===== src/adcddr_consts.vh =====
`ifndef ADCDDR_CONSTS_VH
`define ADCDDR_CONSTS_VH

// word and pipeline shape
`define ADCDDR_WORD_BITS 12
`define ADCDDR_PAIR_COUNT 6
`define ADCDDR_LATENCY 9
`define ADCDDR_LAT_CNT_BITS 4

// gain settings
`define ADCDDR_FINE_BITS 3
`define ADCDDR_FINE_MIN 3'h0
`define ADCDDR_FINE_MAX 3'h6
`define ADCDDR_COARSE_OFF 1'h0

// data format: 0 two's complement, 1 straight binary
`define ADCDDR_FMT_TWOS 1'h0
`define ADCDDR_FMT_STRAIGHT 1'h1

// interface type
`define ADCDDR_IF_CMOS 1'h0
`define ADCDDR_IF_DDR 1'h1

// reference mode
`define ADCDDR_REF_INTERNAL 1'h0
`define ADCDDR_REF_EXTERNAL 1'h1

// output phase states, one-hot
`define ADCDDR_ST_IDLE 3'h1
`define ADCDDR_ST_HIGH 3'h2
`define ADCDDR_ST_LOW 3'h4

`endif


===== src/adcddr_top.v =====
// Functional notes
// - a conversion starts on each rising edge of the sample clock unless the output buffer is full and not popped on that edge.
// - each sample reaches the outputs nine sample clock rising edges later while rx_ready stays high.
// - results are 12-bit words on parallel or DDR differential outputs.
// - output words use offset binary or two's complement coding.
// - each DDR pair carries bit 2k and bit 2k+1 time-multiplexed.
// - DDR mode drives a true/complement output clock beside the data.
// - one bit selects internal or external reference operation.
// - coarse gain bit applies one fixed 3.5 dB step.
// - fine gain field selects zero to six dB in 1 dB steps.
// - reset sets total gain to zero; from the next clock it follows the gain inputs.
// - even bits go out with clock rising, odd bits with falling.
// - format bit 0 gives two's complement, 1 gives straight binary.
`timescale 1ns/1ps
`include "adcddr_consts.vh"

module adcddr_top #(
   parameter WIDTH = `ADCDDR_WORD_BITS,
   parameter PAIRS = `ADCDDR_PAIR_COUNT,
   parameter LATENCY = `ADCDDR_LATENCY
) (
   input wire clock,
   input wire rst_n,
   input wire sample_clock,
   input wire [WIDTH-1:0] quantizer_code,
   input wire interface_ddr,
   input wire format_straight,
   input wire ref_external,
   input wire coarse_gain_on,
   input wire [`ADCDDR_FINE_BITS-1:0] fine_gain_db,
   input wire rx_ready,
   input wire common_mode_pin_in,
   output wire common_mode_pin_out,
   output reg common_mode_pin_oe_n,
   output reg ref_internal_active,
   output reg coarse_gain_applied,
   output reg [`ADCDDR_FINE_BITS-1:0] fine_gain_applied,
   output reg [WIDTH-1:0] cmos_data,
   output reg cmos_clock,
   output reg out_clock_true,
   output reg out_clock_complement,
   output wire pair0_true,
   output wire pair0_complement,
   output wire pair1_true,
   output wire pair1_complement,
   output wire pair2_true,
   output wire pair2_complement,
   output wire pair3_true,
   output wire pair3_complement,
   output wire pair4_true,
   output wire pair4_complement,
   output wire pair5_true,
   output wire pair5_complement,
   output reg word_valid
);
   reg sclk_meta;
   reg sclk_sync;
   reg sclk_prev;
   reg [WIDTH-1:0] code_meta;
   reg [WIDTH-1:0] code_sync;
   reg cmn_meta;
   reg cmn_sync;
   reg [WIDTH-1:0] pipe [0:LATENCY-2];
   reg [`ADCDDR_LAT_CNT_BITS-1:0] fill;
   reg [PAIRS-1:0] pair_t;
   reg [PAIRS-1:0] pair_c;
   reg [WIDTH-1:0] cur_word;
   reg [2:0] phase;
   wire rise;
   wire fall;
   wire pipe_full;
   wire advance;
   wire fifo_in_ready;
   wire fifo_out_valid;
   wire [WIDTH-1:0] fifo_out_data;
   wire pop;
   wire [WIDTH-1:0] coded;
   wire [PAIRS-1:0] even_bits;
   wire [PAIRS-1:0] odd_bits;
   integer i;
   genvar k;

   // common-mode level shows only while the pin is driven
   assign common_mode_pin_out = ref_internal_active;

   always @(posedge clock or negedge rst_n) begin
      if (!rst_n) begin
         sclk_meta <= 1'b0;
         sclk_sync <= 1'b0;
         sclk_prev <= 1'b0;
         code_meta <= {WIDTH{1'b0}};
         code_sync <= {WIDTH{1'b0}};
         cmn_meta <= 1'b0;
         cmn_sync <= 1'b0;
      end else begin
         sclk_meta <= sample_clock;
         sclk_sync <= sclk_meta;
         sclk_prev <= sclk_sync;
         code_meta <= quantizer_code;
         code_sync <= code_meta;
         cmn_meta <= common_mode_pin_in;
         cmn_sync <= cmn_meta;
      end
   end

   assign rise = sclk_sync && !sclk_prev;
   assign fall = !sclk_sync && sclk_prev;

   // latency fill count
   // full once the last stage holds a real sample, so the first one is not lost
   assign pipe_full = (fill == (LATENCY[`ADCDDR_LAT_CNT_BITS-1:0] -
      {{(`ADCDDR_LAT_CNT_BITS-1){1'b0}}, 1'b1}));
   assign advance = rise && (fifo_in_ready || !pipe_full);

   always @(posedge clock or negedge rst_n) begin
      if (!rst_n) begin
         for (i = 0; i < LATENCY - 1; i = i + 1)
            pipe[i] <= {WIDTH{1'b0}};
         fill <= {`ADCDDR_LAT_CNT_BITS{1'b0}};
      end else if (advance) begin
         pipe[0] <= code_sync;
         for (i = 1; i < LATENCY - 1; i = i + 1)
            pipe[i] <= pipe[i-1];
         if (!pipe_full)
            fill <= fill + {{(`ADCDDR_LAT_CNT_BITS-1){1'b0}}, 1'b1};
      end
   end

   assign coded = (format_straight == `ADCDDR_FMT_STRAIGHT) ? pipe[LATENCY-2] :
      {~pipe[LATENCY-2][WIDTH-1], pipe[LATENCY-2][WIDTH-2:0]};

   adcddr_fifo2 #(
      .WIDTH(WIDTH)
   ) u_buf (
      .clock(clock),
      .rst_n(rst_n),
      .in_valid(advance && pipe_full),
      .in_ready(fifo_in_ready),
      .in_data(coded),
      .out_valid(fifo_out_valid),
      .out_ready(pop),
      .out_data(fifo_out_data)
   );

   assign pop = rise && rx_ready && fifo_out_valid && (phase != `ADCDDR_ST_HIGH);

   generate
      for (k = 0; k < PAIRS; k = k + 1) begin : g_split
         assign even_bits[k] = fifo_out_data[2*k];
         assign odd_bits[k] = cur_word[2*k+1];
      end
   endgenerate

   always @(posedge clock or negedge rst_n) begin
      if (!rst_n) begin
         phase <= `ADCDDR_ST_IDLE;
         cur_word <= {WIDTH{1'b0}};
         cmos_data <= {WIDTH{1'b0}};
         cmos_clock <= 1'b0;
         out_clock_true <= 1'b0;
         out_clock_complement <= 1'b1;
         pair_t <= {PAIRS{1'b0}};
         pair_c <= {PAIRS{1'b1}};
         word_valid <= 1'b0;
      end else begin
         case (phase)
            `ADCDDR_ST_IDLE, `ADCDDR_ST_LOW: begin
               if (pop) begin
                  cur_word <= fifo_out_data;
                  word_valid <= 1'b1;
                  phase <= `ADCDDR_ST_HIGH;
                  if (interface_ddr == `ADCDDR_IF_DDR) begin
                     pair_t <= even_bits;
                     pair_c <= ~even_bits;
                     out_clock_true <= 1'b1;
                     out_clock_complement <= 1'b0;
                  end else begin
                     cmos_data <= fifo_out_data;
                     cmos_clock <= 1'b1;
                  end
               end else if (rise) begin
                  word_valid <= 1'b0;
                  phase <= `ADCDDR_ST_IDLE;
               end
            end
            `ADCDDR_ST_HIGH: begin
               if (fall) begin
                  phase <= `ADCDDR_ST_LOW;
                  cmos_clock <= 1'b0;
                  if (interface_ddr == `ADCDDR_IF_DDR) begin
                     pair_t <= odd_bits;
                     pair_c <= ~odd_bits;
                     out_clock_true <= 1'b0;
                     out_clock_complement <= 1'b1;
                  end
               end
            end
            default: begin
               phase <= `ADCDDR_ST_IDLE;
            end
         endcase
      end
   end

   assign pair0_true = pair_t[0];
   assign pair0_complement = pair_c[0];
   assign pair1_true = pair_t[1];
   assign pair1_complement = pair_c[1];
   assign pair2_true = pair_t[2];
   assign pair2_complement = pair_c[2];
   assign pair3_true = pair_t[3];
   assign pair3_complement = pair_c[3];
   assign pair4_true = pair_t[4];
   assign pair4_complement = pair_c[4];
   assign pair5_true = pair_t[5];
   assign pair5_complement = pair_c[5];

   always @(posedge clock or negedge rst_n) begin
      if (!rst_n) begin
         coarse_gain_applied <= `ADCDDR_COARSE_OFF;
         fine_gain_applied <= `ADCDDR_FINE_MIN;
         ref_internal_active <= 1'b1;
         common_mode_pin_oe_n <= 1'b0;
      end else begin
         coarse_gain_applied <= coarse_gain_on;
         if (fine_gain_db > `ADCDDR_FINE_MAX)
            fine_gain_applied <= `ADCDDR_FINE_MAX;
         else
            fine_gain_applied <= fine_gain_db;
         ref_internal_active <= (ref_external == `ADCDDR_REF_INTERNAL);
         common_mode_pin_oe_n <= (ref_external == `ADCDDR_REF_EXTERNAL);
      end
   end

   // external reference level is sensed but only buffered in analog
   wire unused_cmn;
   assign unused_cmn = cmn_sync;
endmodule


===== src/adcddr_fifo2.v =====
`timescale 1ns/1ps
`include "adcddr_consts.vh"

module adcddr_fifo2 #(
   parameter WIDTH = `ADCDDR_WORD_BITS
) (
   input wire clock,
   input wire rst_n,
   input wire in_valid,
   output wire in_ready,
   input wire [WIDTH-1:0] in_data,
   output wire out_valid,
   input wire out_ready,
   output wire [WIDTH-1:0] out_data
);
   reg [WIDTH-1:0] slot [0:1];
   reg rd_ptr;
   reg wr_ptr;
   reg [1:0] count;
   wire push;
   wire pop;

   // a pop in the same cycle frees a slot, so a full buffer still accepts
   assign in_ready = (count != 2'h2) || pop;
   assign out_valid = (count != 2'h0);
   assign out_data = slot[rd_ptr];
   assign push = in_valid && in_ready;
   assign pop = out_valid && out_ready;

   always @(posedge clock or negedge rst_n) begin
      if (!rst_n) begin
         slot[0] <= {WIDTH{1'b0}};
         slot[1] <= {WIDTH{1'b0}};
         rd_ptr <= 1'b0;
         wr_ptr <= 1'b0;
         count <= 2'h0;
      end else begin
         if (push) begin
            slot[wr_ptr] <= in_data;
            wr_ptr <= ~wr_ptr;
         end
         if (pop)
            rd_ptr <= ~rd_ptr;
         if (push && !pop)
            count <= count + 2'h1;
         else if (pop && !push)
            count <= count - 2'h1;
      end
   end
endmodule


===== config.mk =====
export PLATFORM = sky130hd
export DESIGN_NAME = adcddr_top
export DESIGN_NICKNAME = d
export VERILOG_FILES = /design/src/adcddr_top.v /design/src/adcddr_fifo2.v
export VERILOG_INCLUDE_DIRS = /design/src
export SDC_FILE = /design/constraint.sdc
export NUM_CORES = 1
export LEC_CHECK = 0
export ABC_AREA = 1
export BUFFER_PORTS_ARGS = -buffer_cell sky130_fd_sc_hd__buf_2
export CAP_MARGIN = 40
export CORE_MARGIN = 5
export CORE_UTILIZATION = 46
export CTS_CLUSTER_DIAMETER = 80
export DETAILED_ROUTE_END_ITERATION = 8
export SKIP_LAST_GASP = 1
export SLEW_MARGIN = 10
export SYNTH_ARGS = -nofsm -noshare
export SYNTH_HDL_FRONTEND = slang
export SYNTH_SLANG_ARGS = --single-unit
export TNS_END_PERCENT = 10

===== constraint.sdc =====
create_clock -name clock -period 2.97 [get_ports clock]
set_input_delay 0.297 -clock clock [delete_from_list [all_inputs] [get_ports clock]]
set_output_delay 0.297 -clock clock [all_outputs]
set_load 0.01 [all_outputs]

==> qor.yml, run 1 <==
detailed_routing:
  viasPerCell: 4.95
  dr.pass1.iters: 4
  drc: 0
  drt_iter0_drc: 364
  avgRoutedWirePerCell_um: 13.3
  vias: 5671
  antenna_left: 0
  wirelength_um: 15300
global_route:
  antenna_found_initial: 0
  grt_overflow: 0
  grt_max_degree: 93
  grtUsageTotal_pct: 16.3
  grt_pass1_wl_um: 26700
  grt_pass1_vias: 5642
hold_path:
  min_to: "fine_gain_applied[0]"
  hp-start: "fine_gain_db[0]"
  hold_path_depth: 2
  hold_class: "in -> reg"
clock_tree:
  cts_setup_buffers: 0
  clk_pin_slew_ps: 70
  cts_tree: "done"
  numClockSinks: 198
  cts_max_level: 4
  cts-resized-gates: 0
  cts_root_buf: "clkbuf_16"
  cts_made_buffers: 17
  clk_latency_ps: 430
  clockBufferDepth: 2
cells_and_area:
  final_area_um2: 9150
  diodes: 0
  drive_gt1_share_pct: 13.8
  final_common_cell: "nand2_1"
  final_nets: 935
  layout_common_cells: "nand2_1, dfrtp_1, nand3_1, buf_2, nand4_1"
  syn_to_final_growth_pct: 15.3
floorplan:
  die_y_um: 141
  pin_count: 59
  dieArea_um2: 20000
  num_rows: 48
  initial_core_util_pct: 46.4
  core_region_area_um2: 17100
  die_w_um: 141
setup_path:
  cp_max_fo: 25
  path_class: "reg -> reg"
  rr_endpoint: "cmos_data[6]"
  worst_ep_required_time_ps: 3290
  regToRegSetupSlack_ps: 540
  start_kind: "register"
  cp-end-kind: "register"
  worstRegToRegCells: 9
  setup.worst_path.start: "phase[0]"
  r2r-start: "phase[0]"
  critPathArrivalTime_ps: 2750
yosys:
  synth.largest_area_cell: "dfrtp_1"
  syn_avg_cell_area_um2: 9.30
  synth_xor_xnor_area_share_pct: 0.772
  synth_compound_area_share_pct: 1.80
  synthCells: 854
  synth_top_family_by_area: "simple AND/OR/NAND/NOR gates"
  synth-adder-area-share_pct: 0.473
  synthFlopType: "dfrtp_1"
  ys_top_cells_by_area: "dfrtp_1, nand2_1, nand3_1, nand4_1, dfstp_2"
  synth_seq_cells: 198
  yosys.area_share.simple_pct: 29.5
  synthMuxAreaShare_pct: 0.142
  async_flop_share_pct: 100
  synth_cell_types: 28
  synth_edf_count: 0
  yosysWarnings: 0
  synth_fp_nets: 881
  netlist.area_leader.share_pct: 59.6
  ys_seq_area_share_pct: 62.6
  syn-cell-area_um2: 7940
placed_design:
  routabilityCongestion: 0.789
  hpwl_um: 9390
  portBuffers: 57
  place_ws_ps: 541
  dpl_cell_area_um2: 8400
sta:
  slew_viol_final: 0
  fmaxAchievable_mhz: 412
  finalSetupTns_ps: 0
  rsz0062_at_grt: "false"
  min_period_over_period_pct: 81.7
  maxSlewHeadroom_pct: 46.4
  skew_ps: 10.1
  hold_violations: 0
  fin_crit_ps: 2430
  tightest_slew_ps: 804
  worst_slack_ps: 545
  setup_viol: 0
pwr:
  vdd_ir_drop_max_mv: 0.430
  p_leak_nw: 4.90
  powerDensity_nw_per_um2: 773
status:
  status: "completed"
run:
  drv_cap: 0
==> cell type report <==
cell class	count	area, um2
Clock buffer	17	425
Clock inverter	15	144
Fill cell	1619	7970
Inverter	26	97.6
Multi-Input combinational cell	575	2600
Sequential cell	198	4970
Tap cell	225	282
Timing Repair Buffer	90	639
==> flip-flops by register name, summed over array words and instances (netlist names), 2 cells and up <==
| name | flops |
|---|---|
| cmos_data | 12 |
| code_meta | 12 |
| code_sync | 12 |
| cur_word | 6 |
| fill | 4 |
| fine_gain_applied | 3 |
| pair_c | 6 |
| pair_t | 6 |
| phase | 3 |
| pipe | 96 |
| u_buf.count | 2 |
| u_buf.slot | 24 |
==> routing by layer <==
layer  track usage [%]  share of wire, %  vias up  wire length, um
met3              3.94               3.4       13              516
met4              5.45               1.4        0              210
met2              26.8                49       74             7520
met5                 0                 0        -                0
met1              21.4                46     2725             7040
li1                  -                 -     2859                -
==> timing repair <==
item | 4_1_cts | 5_1_grt
hold buffers | 18 | 0
endpoints found under the setup margin | 0 | 0
hold endpoints to repair | 99 | 0
==> synth_stat cells (4+ instances only) <==
master / instances
nand4_1: 40
buf_6: 5
inv_2: 4
dfrtp_1: 189
nand3_1: 118
buf_2: 21
nor2_1: 5
o21ai_0: 16
inv_1: 22
nand2_1: 370
clkbuf_1: 24
xor2_1: 4
dfstp_2: 9
==> report_power, final <==
| group | switching [mW] | internal (mW) | total, mW |
|---|---|---|---|
| Combinational | 0.826 | 0.457 | 1.28 |
| Clock | 1.05 | 1.18 | 2.23 |
| Sequential | 0.296 | 3.27 | 3.56 |
| Total | 2.18 | 4.90 | 7.08 |
==> worst max-delay path, cell delays in order (launching register included) <==
cell and delay, ps:
dfstp_2 550, nor2_1 50, nand2_2 350, inv_2 200, nor2_4 170, nand2_1 130
inv_2 300, nand2_1 340, nand2_1 150, nand2_1 50
==> cells by family (layout without fill, tap and decap cells) <==
| group | after synthesis | in the layout |
|---|---|---|
| simple gates | 541 | 541 |
| compound gates | 23 | 23 |
| fa+ha+maj | 3 | 3 |
| flops | 198 | 198 |
| xor+xnor | 7 | 7 |
| buf+inv | 81 | 148 |
| mux | 1 | 1 |
==> metrics by stage <==
stage	power (mW)	hold slack, ps	instances	utilization (%)
final	7.08	112	1146	53.5
after global routing	7.54	99.7	1146	53.5
after CTS	7.18	88.0	1146	53.5
after detailed placement	4.90	336	1096	49.1
after global placement	4.84	332	1094	48.8
after floorplan	4.45	1.41	854	-
==> worst max-delay path by stage <==
stage / endpoint / slack [ps]
2_1_floorplan: u_buf.count[1] / 1100
3_3_place_gp: cmos_data[5] / 550
3_5_place_dp: cmos_data[6] / 540
4_1_cts: cmos_data[6] / 520
5_1_grt: cmos_data[11] / 300
6_report: cmos_data[6] / 540
Power figures use the tool's default switching activity.
==> run 2, diff against run 1 <==
PLACE_DENSITY = 0.66   (was not set)
clock period = 2.2 ns   (was 2.97 ns; I/O delays follow)
==> qor.yml, run 2 (synthesis gave the netlist of run 1 again) <==
floorplan:
  num_rows: 48  # unchanged
  dieArea_um2: 20000  # unchanged
  core_region_area_um2: 17100  # unchanged
  die_w_um: 141  # unchanged
  initial_core_util_pct: 46.4  # unchanged
  die_y_um: 141  # unchanged
  pin_count: 59  # unchanged
setup_path:
  cp_max_fo: 5  # -80%
  crit_family: "flip-flops"
  cp_cell_sequence: "inv_2, nand2_2, nor2_1, nand2_4, a21oi_4, nand2_1, inv_1, ha_1, a21oi_1, o21ai_0, xor2_1"
  slowest_delay_ps: 480  # -70 ps
  worst_ep_required_time_ps: 2510  # -780 ps
  cp_slowest_cell: "dfrtp_1"
  critPathArrivalTime_ps: 2280  # -470 ps
  path_buf_inv: 2  # unchanged
  start_kind: "register"
  path_class: "reg -> reg"
  regToRegSetupSlack_ps: 230  # -310 ps
  cp-end-kind: "register"
cells_and_area:
  syn_to_final_growth_pct: 17.0
  largest_reg_flops: 96  # unchanged
  postLayoutCoreUtil_pct: 54.3  # +0.79 points
  final_common_cell: "nand2_1"
  layout_common_cells: "nand2_1, dfrtp_1, nand3_1, buf_2, nand4_1"
  top_regs: "pipe (96), u_buf.slot (24)"
  final_area_um2: 9290  # +1.5%
  drive_gt1_share_pct: 14.4  # +0.57 points
  diodes: 0  # unchanged
  final_nets: 942  # +0.75%
  top_register: "pipe"
global_route:
  use_met2_pct: 28.7  # +1.9 points
  grtUsageTotal_pct: 15.9  # -0.36 points
  grt_pass1_wl_um: 26700  # -0.23%
  grt_pass1_vias: 5876  # +4.1%
  grt_max_degree: 100  # +7.5%
  use_met3_pct: 3.03  # -0.91 points
  grt_use_met1_pct: 19.5  # -1.9 points
  antenna_found_initial: 0  # unchanged
  grt.busiest_layer: "met2"
  grt_overflow: 0  # unchanged
run:
  drv_cap: 0  # unchanged
clock_tree:
  cts-resized-gates: 0  # unchanged
  clk_pin_slew_ps: 70  # about the same
  cts_root_buf: "clkbuf_16"
  cts_made_buffers: 17  # unchanged
  cts_setup_buffers: 0  # unchanged
  cts_tree: "done"
  clk_latency_ps: 420  # about the same
  numClockSinks: 198  # unchanged
  cts_max_level: 4  # unchanged
  clockBufferDepth: 2  # unchanged
placed_design:
  place_ws_ps: 233  # -308 ps
  dpl_cell_area_um2: 8480  # +0.89%
  routabilityCongestion: 0.784  # -0.62%
  hpwl_um: 8990  # -4.3%
  portBuffers: 57  # unchanged
sta:
  min_period_over_period_pct: 89.5  # +7.9 points
  maxSlewHeadroom_pct: 64.9  # +18 points
  tightest_slew_ps: 525  # -279 ps
  hold_violations: 0  # unchanged
  fin_crit_ps: 1970  # -455 ps
  setup_viol: 0  # unchanged
  slew_viol_final: 0  # unchanged
  finalSetupTns_ps: 0  # unchanged
  worst_slack_ps: 230  # -315 ps
  skew_ps: 8.89  # -1.25 ps
  fmaxAchievable_mhz: 508  # +23%
  rsz0062_at_grt: "false"
detailed_routing:
  dr.pass1.iters: 4  # unchanged
  wirelength_um: 14600  # -4.4%
  avgRoutedWirePerCell_um: 12.7  # -4.8%
  antenna_left: 0  # unchanged
  drc: 0  # unchanged
  vias: 5659  # -0.21%
  viasPerCell: 4.92  # -0.65%
  drt_iter0_drc: 440  # +21%
pwr:
  powerDensity_nw_per_um2: 1060  # +37%
  vdd_ir_drop_max_mv: 0.656  # +52%
  p_leak_nw: 4.97  # +1.4%
  power_mw: 9.86  # +39%
status:
  status: "completed"
hold_path:
  hold_class: "in -> reg"
## run 2: cell count changes in the layout (fill, tap and decap cells not counted), sizes merged
cell    delta
clkinv     -4
clkbuf     +1
inv        -2
buf        +7
bufinv     +3
## run 2: cell type report
| type | instances | area [um2] |
|---|---|---|
| clock inverter | 12 | 190 |
| sequential | 198 | 4970 |
| inverter | 26 | 97.6 |
| fill | 1548 | 7830 |
| tap | 225 | 282 |
| clock buffer | 18 | 439 |
| multi-input combinational | 575 | 2600 |
| timing repair buffer | 97 | 714 |
## run 2: path summary, 6_finish.rpt
| path | from | to | cells after the start |
|---|---|---|---|
| worst max-delay path | sclk_prev | u_buf.count[1] | 11 |
| worst min-delay path | fine_gain_db[0] | fine_gain_applied[0] | 2 |
| worst max register to register | sclk_prev | u_buf.count[1] | 11 |
| worst min register to register | code_meta[1] | code_sync[1] | 0 |
| max in group asynchronous | rst_n | pair_c[4] | 3 |
| min in group asynchronous | rst_n | sclk_prev | 2 |
## run 2: repair_timing
action | in CTS | in global routing
endpoints found under the setup margin | 0 | 0
hold buffers | 18 | 0
endpoints found under the hold margin | 68 | 0
## run 2: power by group
group / switching, mW / leakage [nW] / total [mW] / internal (mW)
registers: 0.392 / 2.55 / 4.80 / 4.41
clock network: 1.36 / 0.302 / 3.31 / 1.95
logic: 1.11 / 2.11 / 1.75 / 0.637
total: 2.86 / 4.97 / 9.86 / 6.99
## run 2: through the flow
stage / hold WS [ps] / cells
after global placement: 226 / 1103
after floorplan: -75.6 / 854
after CTS: 30.4 / 1151
final: 47.4 / 1151
after detailed placement: 228 / 1103
after global routing: 54.5 / 1151
## run 2: routing by layer
layer  up-vias  part of all wire (%)
met4         0                   1.2
met5         -                     0
met1      2680                    45
li1       2874                     -
met2        94                    51
met3        11                   3.5
